**config.mk**
```make
export PLATFORM = sky130hd
export DESIGN_NAME = pin_share
export DESIGN_NICKNAME = d
export VERILOG_FILES = /design/src/pin_share_pkg.sv /design/src/pin_share.sv /design/src/pin_sync.sv
export SDC_FILE = /design/constraint.sdc
export NUM_CORES = 1
export LEC_CHECK = 0
export BUFFER_PORTS_ARGS = -buffer_cell sky130_fd_sc_hd__buf_2
export CELL_PAD_IN_SITES_DETAIL_PLACEMENT = 2
export CELL_PAD_IN_SITES_GLOBAL_PLACEMENT = 2
export CORE_ASPECT_RATIO = 0.5
export CORE_UTILIZATION = 30
export DETAILED_ROUTE_END_ITERATION = 7
export PLACE_DENSITY = 0.69
export SLEW_MARGIN = 20
export SYNTH_ARGS = -nofsm -noshare
export SYNTH_HDL_FRONTEND = slang
export SYNTH_HIERARCHICAL = 1
export SYNTH_SLANG_ARGS = --single-unit
```
**constraint.sdc**
```tcl
create_clock -name clk_i -period 2.1 [get_ports clk_i]
set_input_delay 0 -clock clk_i [delete_from_list [all_inputs] [get_ports clk_i]]
set_output_delay 0 -clock clk_i [all_outputs]
set_load 0.005 [all_outputs]
```
**src/pin_share_pkg.sv**
```systemverilog
`default_nettype none
package pin_share_pkg;

  // ==========================================================
  // widths
  localparam int ADDR_W = 4;
  localparam int DATA_W = 8;
  localparam int PIN_N = 6;

  // ==========================================================
  // register offsets
  localparam logic [ADDR_W-1:0] REG_MODE = 4'h0;
  localparam logic [ADDR_W-1:0] REG_FUNC = 4'h1;
  localparam logic [ADDR_W-1:0] REG_PORT_OUT = 4'h2;
  localparam logic [ADDR_W-1:0] REG_PORT_DIR = 4'h3;
  localparam logic [ADDR_W-1:0] REG_PORT_IN = 4'h4;
  localparam logic [ADDR_W-1:0] REG_SEL = 4'h5;

  // ==========================================================
  // field positions
  localparam int MODE_EXT_BUS_BIT = 0;
  localparam int FUNC_HOLD_BIT = 0;
  localparam int FUNC_READY_BIT = 1;
  localparam int FUNC_CLK_BIT = 2;
  localparam int FUNC_TX_BIT = 3;
  localparam int SEL_HOLD_BIT = 0;
  localparam int SEL_READY_BIT = 1;
  localparam int SEL_CLK_BIT = 2;
  localparam int SEL_TX_BIT = 3;

  // pin index within the group
  localparam int PIN_P3B4 = 0;
  localparam int PIN_P3B5 = 1;
  localparam int PIN_P3B6 = 2;
  localparam int PIN_P3B7 = 3;
  localparam int PIN_P4B0 = 4;
  localparam int PIN_P4B1 = 5;

  // ==========================================================
  // values after reset
  localparam logic [DATA_W-1:0] MODE_RST = 8'h00;
  localparam logic [DATA_W-1:0] FUNC_RST = 8'h00;
  localparam logic [PIN_N-1:0] PORT_OUT_RST = 6'h00;
  localparam logic [PIN_N-1:0] PORT_DIR_RST = 6'h00;
  localparam logic [PIN_N-1:0] PIN_SYNC_RST = 6'h3F;
  localparam logic [DATA_W-1:0] RDATA_RST = 8'h00;

  // ==========================================================
  // types
  typedef logic [PIN_N-1:0] pins_t;

  typedef struct packed {
    logic ext_bus;
    logic hold_en;
    logic ready_en;
    logic clk_en;
    logic tx_en;
  } ctrl_s;

  typedef struct packed {
    logic hold;
    logic ready;
    logic clk;
    logic tx;
  } sel_s;

endpackage
`default_nettype wire

```
**src/pin_share.sv**
```systemverilog
// Decided for this implementation: the placing of the registers and the address-and-strobe port.
`default_nettype none
// Operation
// hold pins are port bits unless hold selected
// hold request sampled in bus mode or hold
// hold acknowledge driven in bus mode or hold
// ready pin is port bit unless ready selected
// ready input needs bus mode and ready enable
// clock pin is port bit unless clock selected
// bus clock driven in bus mode when enabled
// receive pin always port bit, also receive data
// others must not drive receive pin while receiving
// transmit pin is port bit while transmit off
// transmit enabled drives transmit data on pin
// selection decoded from settings, one driver per pin
module pin_share (
  input wire logic clk_i,
  input wire logic rst_n_i,
  input wire logic [pin_share_pkg::ADDR_W-1:0] addr_i,
  input wire logic [pin_share_pkg::DATA_W-1:0] wdata_i,
  input wire logic wr_i,
  input wire logic rd_i,
  output logic [pin_share_pkg::DATA_W-1:0] rdata_o,
  input wire pin_share_pkg::pins_t pin_in_i,
  output pin_share_pkg::pins_t pin_out_o,
  output pin_share_pkg::pins_t pin_oe_o,
  input wire logic hold_acknowledge_out_i,
  output logic hold_request_in_o,
  output logic ext_ready_o,
  input wire logic serial_port_zero_tx_data_i,
  output logic serial_port_zero_rx_data_o,
  output logic ext_bus_mode_o
);

  // ==========================================================
  // function decode
  // one place decides which function owns each pin, so the
  // pin drivers and the read-back can never disagree
  // selection from settings
  function automatic pin_share_pkg::sel_s sel_of(input pin_share_pkg::ctrl_s c);
    pin_share_pkg::sel_s s;
    // hold in bus mode
    s.hold = c.ext_bus | c.hold_en;
    // ready needs bus
    s.ready = c.ext_bus & c.ready_en;
    // clock needs bus mode and enable high
    s.clk = c.ext_bus & c.clk_en;
    // transmit owns pin
    s.tx = c.tx_en;
    return s;
  endfunction

  // dedicated value when selected, else the port latch
  function automatic logic pick(input logic sel, input logic ded, input logic gpio);
    return sel ? ded : gpio;
  endfunction

  // ==========================================================
  // state
  logic [pin_share_pkg::DATA_W-1:0] mode_reg;
  logic [pin_share_pkg::DATA_W-1:0] func_reg;
  pin_share_pkg::pins_t port_out;
  pin_share_pkg::pins_t port_dir;
  pin_share_pkg::pins_t pin_sync;
  logic bus_clk;
  pin_share_pkg::ctrl_s ctrl;
  pin_share_pkg::sel_s sel;
  pin_share_pkg::pins_t next_pin_out;
  pin_share_pkg::pins_t next_pin_oe;
  logic [pin_share_pkg::DATA_W-1:0] next_rdata;
  logic [pin_share_pkg::DATA_W-1:0] sel_word;

  // ==========================================================
  // pin input synchroniser
  pin_sync u_sync (
    .clk_i(clk_i),
    .rst_n_i(rst_n_i),
    .async_i(pin_in_i),
    .sync_o(pin_sync)
  );

  // ==========================================================
  // settings gathered into one struct
  always_comb begin
    ctrl.ext_bus = mode_reg[pin_share_pkg::MODE_EXT_BUS_BIT];
    ctrl.hold_en = func_reg[pin_share_pkg::FUNC_HOLD_BIT];
    ctrl.ready_en = func_reg[pin_share_pkg::FUNC_READY_BIT];
    ctrl.clk_en = func_reg[pin_share_pkg::FUNC_CLK_BIT];
    ctrl.tx_en = func_reg[pin_share_pkg::FUNC_TX_BIT];
    sel = sel_of(ctrl);
  end

  // selection word for read-back
  always_comb begin
    sel_word = '0;
    sel_word[pin_share_pkg::SEL_HOLD_BIT] = sel.hold;
    sel_word[pin_share_pkg::SEL_READY_BIT] = sel.ready;
    sel_word[pin_share_pkg::SEL_CLK_BIT] = sel.clk;
    sel_word[pin_share_pkg::SEL_TX_BIT] = sel.tx;
  end

  // ==========================================================
  // register writes
  // mode register, bus mode against single-chip
  always_ff @(posedge clk_i or negedge rst_n_i) begin
    if (!rst_n_i) begin
      mode_reg <= pin_share_pkg::MODE_RST;
    end else if (wr_i && addr_i == pin_share_pkg::REG_MODE) begin
      mode_reg <= wdata_i & 8'h01;
    end
  end

  // function enable register, unused bits stay zero
  always_ff @(posedge clk_i or negedge rst_n_i) begin
    if (!rst_n_i) begin
      func_reg <= pin_share_pkg::FUNC_RST;
    end else if (wr_i && addr_i == pin_share_pkg::REG_FUNC) begin
      func_reg <= wdata_i & 8'h0F;
    end
  end

  // port output latch, kept even while a pin is dedicated
  always_ff @(posedge clk_i or negedge rst_n_i) begin
    if (!rst_n_i) begin
      port_out <= pin_share_pkg::PORT_OUT_RST;
    end else if (wr_i && addr_i == pin_share_pkg::REG_PORT_OUT) begin
      port_out <= wdata_i[pin_share_pkg::PIN_N-1:0];
    end
  end

  // port direction, one means output
  always_ff @(posedge clk_i or negedge rst_n_i) begin
    if (!rst_n_i) begin
      port_dir <= pin_share_pkg::PORT_DIR_RST;
    end else if (wr_i && addr_i == pin_share_pkg::REG_PORT_DIR) begin
      port_dir <= wdata_i[pin_share_pkg::PIN_N-1:0];
    end
  end

  // ==========================================================
  // register reads
  // unmapped offsets answer zero
  always_comb begin
    next_rdata = '0;
    if (rd_i) begin
      unique case (addr_i)
        pin_share_pkg::REG_MODE: begin
          next_rdata = mode_reg;
        end
        pin_share_pkg::REG_FUNC: begin
          next_rdata = func_reg;
        end
        pin_share_pkg::REG_PORT_OUT: begin
          next_rdata = {2'h0, port_out};
        end
        pin_share_pkg::REG_PORT_DIR: begin
          next_rdata = {2'h0, port_dir};
        end
        pin_share_pkg::REG_PORT_IN: begin
          next_rdata = {2'h0, pin_sync};
        end
        pin_share_pkg::REG_SEL: begin
          next_rdata = sel_word;
        end
        default: begin
          next_rdata = '0;
        end
      endcase
    end
  end

  // data stand only in the cycle after the strobe
  always_ff @(posedge clk_i or negedge rst_n_i) begin
    if (!rst_n_i) begin
      rdata_o <= pin_share_pkg::RDATA_RST;
    end else begin
      rdata_o <= next_rdata;
    end
  end

  // ==========================================================
  // bus clock
  // half the core clock; runs only while the pin carries it
  // so the idle pin does not toggle needlessly
  always_ff @(posedge clk_i or negedge rst_n_i) begin
    if (!rst_n_i) begin
      bus_clk <= 1'b0;
    end else if (sel.clk) begin
      bus_clk <= ~bus_clk;
    end else begin
      bus_clk <= 1'b0;
    end
  end

  // ==========================================================
  // pin drive decode
  always_comb begin
    next_pin_out = port_out;
    next_pin_oe = port_dir;
    // hold request pin released
    next_pin_out[pin_share_pkg::PIN_P3B4] =
      pick(sel.hold, 1'b0, port_out[pin_share_pkg::PIN_P3B4]);
    next_pin_oe[pin_share_pkg::PIN_P3B4] =
      pick(sel.hold, 1'b0, port_dir[pin_share_pkg::PIN_P3B4]);
    // hold acknowledge drive
    next_pin_out[pin_share_pkg::PIN_P3B5] =
      pick(sel.hold, hold_acknowledge_out_i, port_out[pin_share_pkg::PIN_P3B5]);
    next_pin_oe[pin_share_pkg::PIN_P3B5] =
      pick(sel.hold, 1'b1, port_dir[pin_share_pkg::PIN_P3B5]);
    // ready pin input
    next_pin_out[pin_share_pkg::PIN_P3B6] =
      pick(sel.ready, 1'b0, port_out[pin_share_pkg::PIN_P3B6]);
    next_pin_oe[pin_share_pkg::PIN_P3B6] =
      pick(sel.ready, 1'b0, port_dir[pin_share_pkg::PIN_P3B6]);
    // bus clock out
    next_pin_out[pin_share_pkg::PIN_P3B7] =
      pick(sel.clk, bus_clk, port_out[pin_share_pkg::PIN_P3B7]);
    next_pin_oe[pin_share_pkg::PIN_P3B7] =
      pick(sel.clk, 1'b1, port_dir[pin_share_pkg::PIN_P3B7]);
    // receive pin plain port
    next_pin_out[pin_share_pkg::PIN_P4B0] = port_out[pin_share_pkg::PIN_P4B0];
    next_pin_oe[pin_share_pkg::PIN_P4B0] = port_dir[pin_share_pkg::PIN_P4B0];
    // transmit override
    next_pin_out[pin_share_pkg::PIN_P4B1] =
      pick(sel.tx, serial_port_zero_tx_data_i, port_out[pin_share_pkg::PIN_P4B1]);
    next_pin_oe[pin_share_pkg::PIN_P4B1] =
      pick(sel.tx, 1'b1, port_dir[pin_share_pkg::PIN_P4B1]);
  end

  // pins released during reset
  always_ff @(posedge clk_i or negedge rst_n_i) begin
    if (!rst_n_i) begin
      pin_out_o <= pin_share_pkg::PORT_OUT_RST;
      pin_oe_o <= pin_share_pkg::PORT_DIR_RST;
    end else begin
      pin_out_o <= next_pin_out;
      pin_oe_o <= next_pin_oe;
    end
  end

  // ==========================================================
  // inputs toward the core
  // hold request sampled
  always_ff @(posedge clk_i or negedge rst_n_i) begin
    if (!rst_n_i) begin
      hold_request_in_o <= 1'b0;
    end else begin
      hold_request_in_o <= sel.hold & pin_sync[pin_share_pkg::PIN_P3B4];
    end
  end

  // ready forced high otherwise
  // a deselected pin must never stretch a bus cycle
  always_ff @(posedge clk_i or negedge rst_n_i) begin
    if (!rst_n_i) begin
      ext_ready_o <= 1'b1;
    end else begin
      ext_ready_o <= ~sel.ready | pin_sync[pin_share_pkg::PIN_P3B6];
    end
  end

  // receiver always sees pin
  // with the port driving it too, the receiver hears its own
  // output; software must keep the direction low while receiving
  always_ff @(posedge clk_i or negedge rst_n_i) begin
    if (!rst_n_i) begin
      serial_port_zero_rx_data_o <= 1'b1;
    end else begin
      serial_port_zero_rx_data_o <= pin_sync[pin_share_pkg::PIN_P4B0];
    end
  end

  // bus mode copy for the bus controller
  always_ff @(posedge clk_i or negedge rst_n_i) begin
    if (!rst_n_i) begin
      ext_bus_mode_o <= 1'b0;
    end else begin
      ext_bus_mode_o <= ctrl.ext_bus;
    end
  end

endmodule
`default_nettype wire

```
**src/pin_sync.sv**
```systemverilog
`default_nettype none
// two-stage synchroniser for the pin group
module pin_sync (
  input wire logic clk_i,
  input wire logic rst_n_i,
  input wire pin_share_pkg::pins_t async_i,
  output var pin_share_pkg::pins_t sync_o
);

  pin_share_pkg::pins_t meta;

  // ==========================================================
  // first stage is read only by the second stage
  always_ff @(posedge clk_i or negedge rst_n_i) begin
    if (!rst_n_i) begin
      meta <= pin_share_pkg::PIN_SYNC_RST;
      sync_o <= pin_share_pkg::PIN_SYNC_RST;
    end else begin
      meta <= async_i;
      sync_o <= meta;
    end
  end

endmodule
`default_nettype wire

```
==> results.md, run 1 <==
- Switching share of power: 0.249
- DRT iter0 DRCs: between 50 and 60
- Diode count: 0
- Cts bufs inserted: 5
- Row cnt: 20
- Actual slew at the worst max-slew pin: between 0.5 and 0.6 ns
- Leakage: 0.00121 uW
- Post-Synthesis Cells: 140
- Max Cap Violations: 0
- Count of hold-fix buffers inserted at cts: 15
- Final wirelength: approximately 4800 um
- Worst setup path class: reg -> reg
- Number of detailed-route iterations in the first pass: 3
- Global-route wire length before repair: between 7000 and 8000 um
- Sw power: about 600 uW
- Met2 WL: 2270 um
- Final period utilization: 0.614
- Post-detailed-route count of antenna-violating nets: 0
- Ys flop type: dfrtp_1
- Skew final: roughly 0.0088 ns
- Syn avg cell area: about 15 um2
- P_int: approximately 1800 uW
- Worst slew margin: 0.662
- Worst reg-to-reg setup slack: around 0.81 ns
- Clock tree sinks: 52
- Clock Tree Buf Depth: 2
- CTS tree: yes
- EDFF count, synth: 0
- Final GP Congestion: 0.735
- Grt ovf: 0
- Minimum clock period: roughly 1.3 ns
- Final Max Tran Viols: 0
- CP max FO: 10
- Top-area cell type share of the netlist area: 0.467
- DP Wirelength: ~3200 um
- Layout cells sized above 1: 0.478
- Met3 WL: ~170 um
- Sequential fraction of the synthesis area: 0.647
- Setup crit start kind: flip-flop
- WHS Path Cells: 2
- PortBufs: between 40 and 50
- Max VDD drop: 0.289 mV
- # setup viols final: 0
- Seq pwr share: 0.519
- CTS Root Buffer Type: clkbuf_16
- Antenna violations before repair: 0
- Top Layer Used: met4
- Area contributors post-synth: dfrtp_1, dfstp_2, mux2_2, mux2_4, nand3b_1
- Drc violations: 0
- Die Area: 7140 um2
- Vias in the first global route: 1438
- #FFs+latches synth: 52
- Chip Width: ~120 um
- CP endpoint kind: flip-flop
- Drt via density: 4.49
- Synthesis-to-layout area growth: 28.8%
- Top-count cell post-synth: dfrtp_1
- WP data arrival: about 1.5 ns
- Yosys warning total: 6
- Storage cell area: around 1300 um2
- RSZ-0062 raised after global routing: false
- Post-route setup TNS: 0 ns
- H-tree levels: 2
- Synth async-reset ratio: 1.00
- Clk network pwr share: 0.322
- Status: finished clean
- Buffer count from post-CTS setup fixing: 0
- Worst skew pair latency: approximately 0.29 ns
- Routed via count: about 1300
- Starting Density: 0.323
- Required time worst endpoint: roughly 2.3 ns
- Final hold viol count: 0
- Multi-input gate area: a little under 700 um2
- Unique cell type count in the Yosys netlist: 29
- Max Fclk: 775 MHz
- Final Non-Filler Cells: 289
- Chip Height: about 60 um
- Fill count: between 600 and 700
- Power density over the cells: between 900 and 1000 nW/um2
- Area leader, netlist: dfrtp_1
- Netlist Area Pre-Place: between 2000 and 2500 um2
- Clk slew on worst S/H paths: around 0.07 ns
- R2R cell count: 2
- Top cells by count, synth: dfrtp_1, mux2_2, dfstp_2
- Wire length per cell: ~16 um
- Logic pwr share: 0.160
- Pin count of the biggest net entering global routing: 24
- GRT Resource Usage Total: 0.148
- Worst Hold Class: in -> reg
- Placed cells: approximately 270
- Post-CTS Resized: 0
- Core area: about 6300 um2
- IO Count: 48
- Routed met1 length: ~2300 um
- Nets: approximately 220
## per-stage QoR
stage          setup WS [ns]  area (um2)  total power, uW  hold slack, ns   util
2_1_floorplan          0.936        2040             1480          -0.296      -
3_3_place_gp           0.678        2330             1640          -0.149  0.370
3_5_place_dp           0.581        2330             1670          -0.135  0.370
4_1_cts                0.802        2620             2510         0.00482  0.416
5_1_grt                0.757        2620             2600          0.0187  0.416
6_report               0.810        2620             2460         0.00817  0.416
## power by group through the flow
stage	logic, uW	clock network (uW)	registers, uW
floorplan	214	0	1260
global placement	356	0	1290
detailed placement	375	0	1290
CTS	401	826	1280
global route	436	865	1300
finish	393	790	1280
## per-layer routing
layer / global-route usage / vias up
met3: 0.0382 / 2
met1: 0.193 / 672
met4: 0.0434 / 0
met2: 0.246 / 26
met5: 0 / -
li1: - / 599
## area by class of cell
type	count	area share
multi-input cells	81	0.257
well taps	88	0.0420
repair buffers	60	0.145
clock buffers	6	0.0491
clock inverters	2	0.00477
flip-flops and latches	52	0.503
## kinds of logic (layout without fill, tap and decap cells)
| kind of cell | after synthesis | after routing | share of synthesized area |
|---|---|---|---|
| DFF | 52 | 52 | 0.647 |
| AOI/OAI and AO/OA | 15 | 15 | 0.0473 |
| buffers and inverters | 8 | 68 | 0.0240 |
| other | 1 | 2 | 0.00184 |
| muxes | 25 | 25 | 0.149 |
| and+or+nand+nor | 39 | 39 | 0.130 |
## cells in the final DEF, fill, tap and decap left out
cell type      instances
dfstp_2               14
clkbuf_1               1
and3_1                 1
nand2b_1               3
nand2_1                6
nand3b_2               1
buf_2                 43
o221ai_1               1
a21o_1                 4
a32oi_1                2
nor2_1                 3
and2_1                 5
mux2_4                 6
and4bb_2               1
o21ai_0                2
buf_4                  2
dfrtp_1               38
and3b_1                5
nor4bb_1               1
nor3b_2                1
clkinvlp_4             1
clkinv_2               1
nand3b_1               7
mux2_2                19
or3_1                  1
nor2b_1                1
dlygate4sd3_1         15
conb_1                 2
clkbuf_16              5
a21oi_1                6
or2_2                  2
nor3b_1                1
## worst max-delay path, cell delays in order (launching register included)
cell,delay (ns)
dfrtp_1,0.50
nor2_1,0.30
mux2_2,0.38
## final timing paths
check                               start               end
max reg2reg                   mode_reg[0]      pin_out_o[1]
max                           mode_reg[0]      pin_out_o[1]
min                            wdata_i[0]       mode_reg[0]
min reg2reg                u_sync/meta[1]  u_sync/sync_o[1]
min in group asynchronous         rst_n_i       mode_reg[0]
max in group asynchronous         rst_n_i       ext_ready_o
(Power assumes the default switching activity.)
==> run 2: changes to the inputs <==
--- a/config.mk
+++ b/config.mk
@@ -5,13 +5,14 @@
 export SDC_FILE = /design/constraint.sdc
 export NUM_CORES = 1
 export LEC_CHECK = 0
+export ABC_AREA = 1
 export BUFFER_PORTS_ARGS = -buffer_cell sky130_fd_sc_hd__buf_2
 export CELL_PAD_IN_SITES_DETAIL_PLACEMENT = 2
 export CELL_PAD_IN_SITES_GLOBAL_PLACEMENT = 2
 export CORE_ASPECT_RATIO = 0.5
 export CORE_UTILIZATION = 30
 export DETAILED_ROUTE_END_ITERATION = 7
-export PLACE_DENSITY = 0.69
+export PLACE_DENSITY = 0.75
 export SLEW_MARGIN = 20
 export SYNTH_ARGS = -nofsm -noshare
 export SYNTH_HDL_FRONTEND = slang
==> constraint.sdc (replaced) <==
create_clock -name clk_i -period 1.2 [get_ports clk_i]
set_input_delay 0 -clock clk_i [delete_from_list [all_inputs] [get_ports clk_i]]
set_output_delay 0 -clock clk_i [all_outputs]
set_load 0.005 [all_outputs]
==> run 2 against run 1 <==
Net effect: combinational power rose by 68%; via count is 21% higher; utilization grew 1.4 points.
==> results.md, run 2 <==
- Status: finished clean
- Final GP Congestion: 0.775
- Chip Width: 118 um
- Post-route setup TNS: 0 ns
- Post-detailed-route count of antenna-violating nets: 0
- WP data arrival: about 1.3 ns
- Reg-to-Reg End: rdata_o[0]
- Pin count of the biggest net entering global routing: 53
- Hold Crit Start: wdata_i[4]
- Starting Density: 0.322
- Worst path max stage delay: 0.46 ns
- R2R cell count: 6
- Row cnt: 20
- Crit path buffers/inverters: 1
- IO Count: between 40 and 50
- Post-Synthesis Cells: 197
- Final hold viol count: 0
- Clock Tree Buf Depth: 2
- Synthesis-to-layout area growth: 33.4%
- EDFF count, synth: 0
- Setup crit start kind: flip-flop
- CP max FO: 6
- Met1 Use GR: 0.209
- Hold EP: port_out[4]
- Nets: about 290
- Final Max Tran Viols: 0
- Required time worst endpoint: roughly 1.4 ns
- Worst R2R Start: mode_reg[0]
- Wire length per cell: 15.6 um
- DRT iter0 DRCs: 36
- Syn avg cell area: slightly above 10 um2
- Max Cap Violations: 0
- WHS Path Cells: 3
- PortBufs: 43
- Global-route wire length before repair: between 8000 and 9000 um
- Top-area cell type share of the netlist area: 0.468
- Critical-path top delay cell: dfrtp_1
- Commonest non-fill, non-tap cells in the layout: nand2_1, buf_2, dfrtp_1
- H-tree levels: 2
- Area leader, netlist: dfrtp_1
- M3 GR Usage: 0.0439
- Layout cells sized above 1: 0.377
- Diode count: 0
- Vias in the first global route: 1686
- Worst slack, placed: 0.0658 ns
- Max VDD drop: between 0.6 and 0.7 mV
- RSZ-0062 raised after global routing: false
- # setup viols final: 0
- CTS tree: yes
- Grt ovf: 0
- Worst setup path class: reg -> reg
- Met2 Use GR: 0.296
- Top cells by count, synth: nand2_1, dfrtp_1, inv_1
- Power density over the cells: 1730 nW/um2
- Worst Hold Class: in -> reg
- GRT Resource Usage Total: 0.168
- DP Wirelength: around 3700 um
- Drt via density: approximately 4.4
- Routed via count: approximately 1600
- Chip Height: around 60 um
- Cts bufs inserted: 5
- Final wirelength: 5500 um
- Total power: around 4700 uW
- Top-count cell post-synth: nand2_1
- Skew final: 0.00826 ns
- Synth async-reset ratio: 1.00
- Max Fclk: approximately 900 MHz
- Drc violations: 0
- Worst reg-to-reg setup slack: 0.09 ns
- Clock tree sinks: between 50 and 60
- Number of detailed-route iterations in the first pass: 4
- Gr busiest metal: met2
- Area contributors post-synth: dfrtp_1, dfstp_2, nand2_1, o21ai_2, inv_1
- Ys flop type: dfrtp_1
- Yosys warning total: 6
- Sequential fraction of the synthesis area: 0.649
- Clk slew on worst S/H paths: 0.06 ns
- CTS Root Buffer Type: clkbuf_16
- Leakage: 0.00141 uW
- Util after Layout: 0.430
- Netlist Area Pre-Place: around 2000 um2
- Worst setup margin: slightly below 0.09 ns
- Crit path cell chain: inv_1 > nand2_2 > nand3_1 > nand2_1 > nor2_1 > a21oi_2
- Most common cell after layout, fill and taps aside: nand2_1
- Core area: approximately 6300 um2
- Unique cell type count in the Yosys netlist: 20
- Worst skew pair latency: around 0.29 ns
- CP endpoint kind: flip-flop
- Minimum clock period: 1.11 ns
- Final period utilization: 0.926
- Antenna violations before repair: 0
- CP delay by family, top: flip-flops
- Die Area: 7130 um2
- #FFs+latches synth: 52
==> run 2: cell type report <==
class / instances / area, um2
sequential: 52 / 1320
timing repair buffer: 63 / 408
clock inverter: 2 / 60.1
fill: 681 / 3600
inverter: 27 / 101
multi-input combinational: 115 / 583
tap: 88 / 110
clock buffer: 6 / 129
==> run 2: cells by family (layout without fill, tap and decap cells) <==
kind of cell | count (synthesis) | in the layout | share of synthesized area
and+or+nand+nor | 92 | 92 | 0.202
DFF | 52 | 52 | 0.649
buffers and inverters | 31 | 98 | 0.0683
AOI/OAI and AO/OA | 20 | 20 | 0.0733
other | 1 | 2 | 0.00185
muxes | 1 | 1 | 0.00554
==> run 2: power by group <==
group | total (uW) | switching, uW | internal (uW)
sequential | 2190 | 156 | 2030
combinational | 662 | 366 | 296
clock | 1830 | 632 | 1200
total | 4680 | 1150 | 3520
==> run 2: timing repair <==
action                                 4_1_cts  5_1_grt
setup buffers                                0        0
hold buffers                                12        0
setup endpoints to repair                    0        2
endpoints found under the hold margin       64        0
resized for setup                            0        2
==> run 2: per-stage QoR <==
| stage | area [um2] | cells | hold slack (ns) |
|---|---|---|---|
| floorplan | 2040 | 198 | -0.296 |
| global placement | 2400 | 333 | 0.00495 |
| detailed placement | 2400 | 333 | 0.0153 |
| CTS | 2710 | 353 | 0.00291 |
| global route | 2710 | 353 | 0.0216 |
| finish | 2710 | 353 | 0.000702 |
==> run 2: routing by layer <==
layer / wire length [um] / up-vias
li1: - / 736
met1: 2570 / 799
met2: 2710 / 27
met3: 177 / 4
met4: 40 / 0
met5: 0 / -
==> run 2: worst max path at each step <==
| stage | end | slack, ns | cells after the start | from |
|---|---|---|---|---|
| after floorplan | rdata_o[0] | 0.24 | 6 | mode_reg[0] |
| after global placement | rdata_o[0] | 0.09 | 6 | mode_reg[0] |
| after detailed placement | rdata_o[0] | 0.07 | 6 | mode_reg[0] |
| after CTS | rdata_o[0] | 0.05 | 6 | mode_reg[0] |
| after global routing | rdata_o[0] | 0.02 | 6 | mode_reg[0] |
| final | rdata_o[0] | 0.09 | 6 | mode_reg[0] |
==> run 2: worst reg2reg max path: cells and delay by family (launching register included) <==
kind            cells  cell delay [ns]
compound gates      1             0.06
buf+inv             1             0.10
flops               1             0.46
simple gates        4             0.37
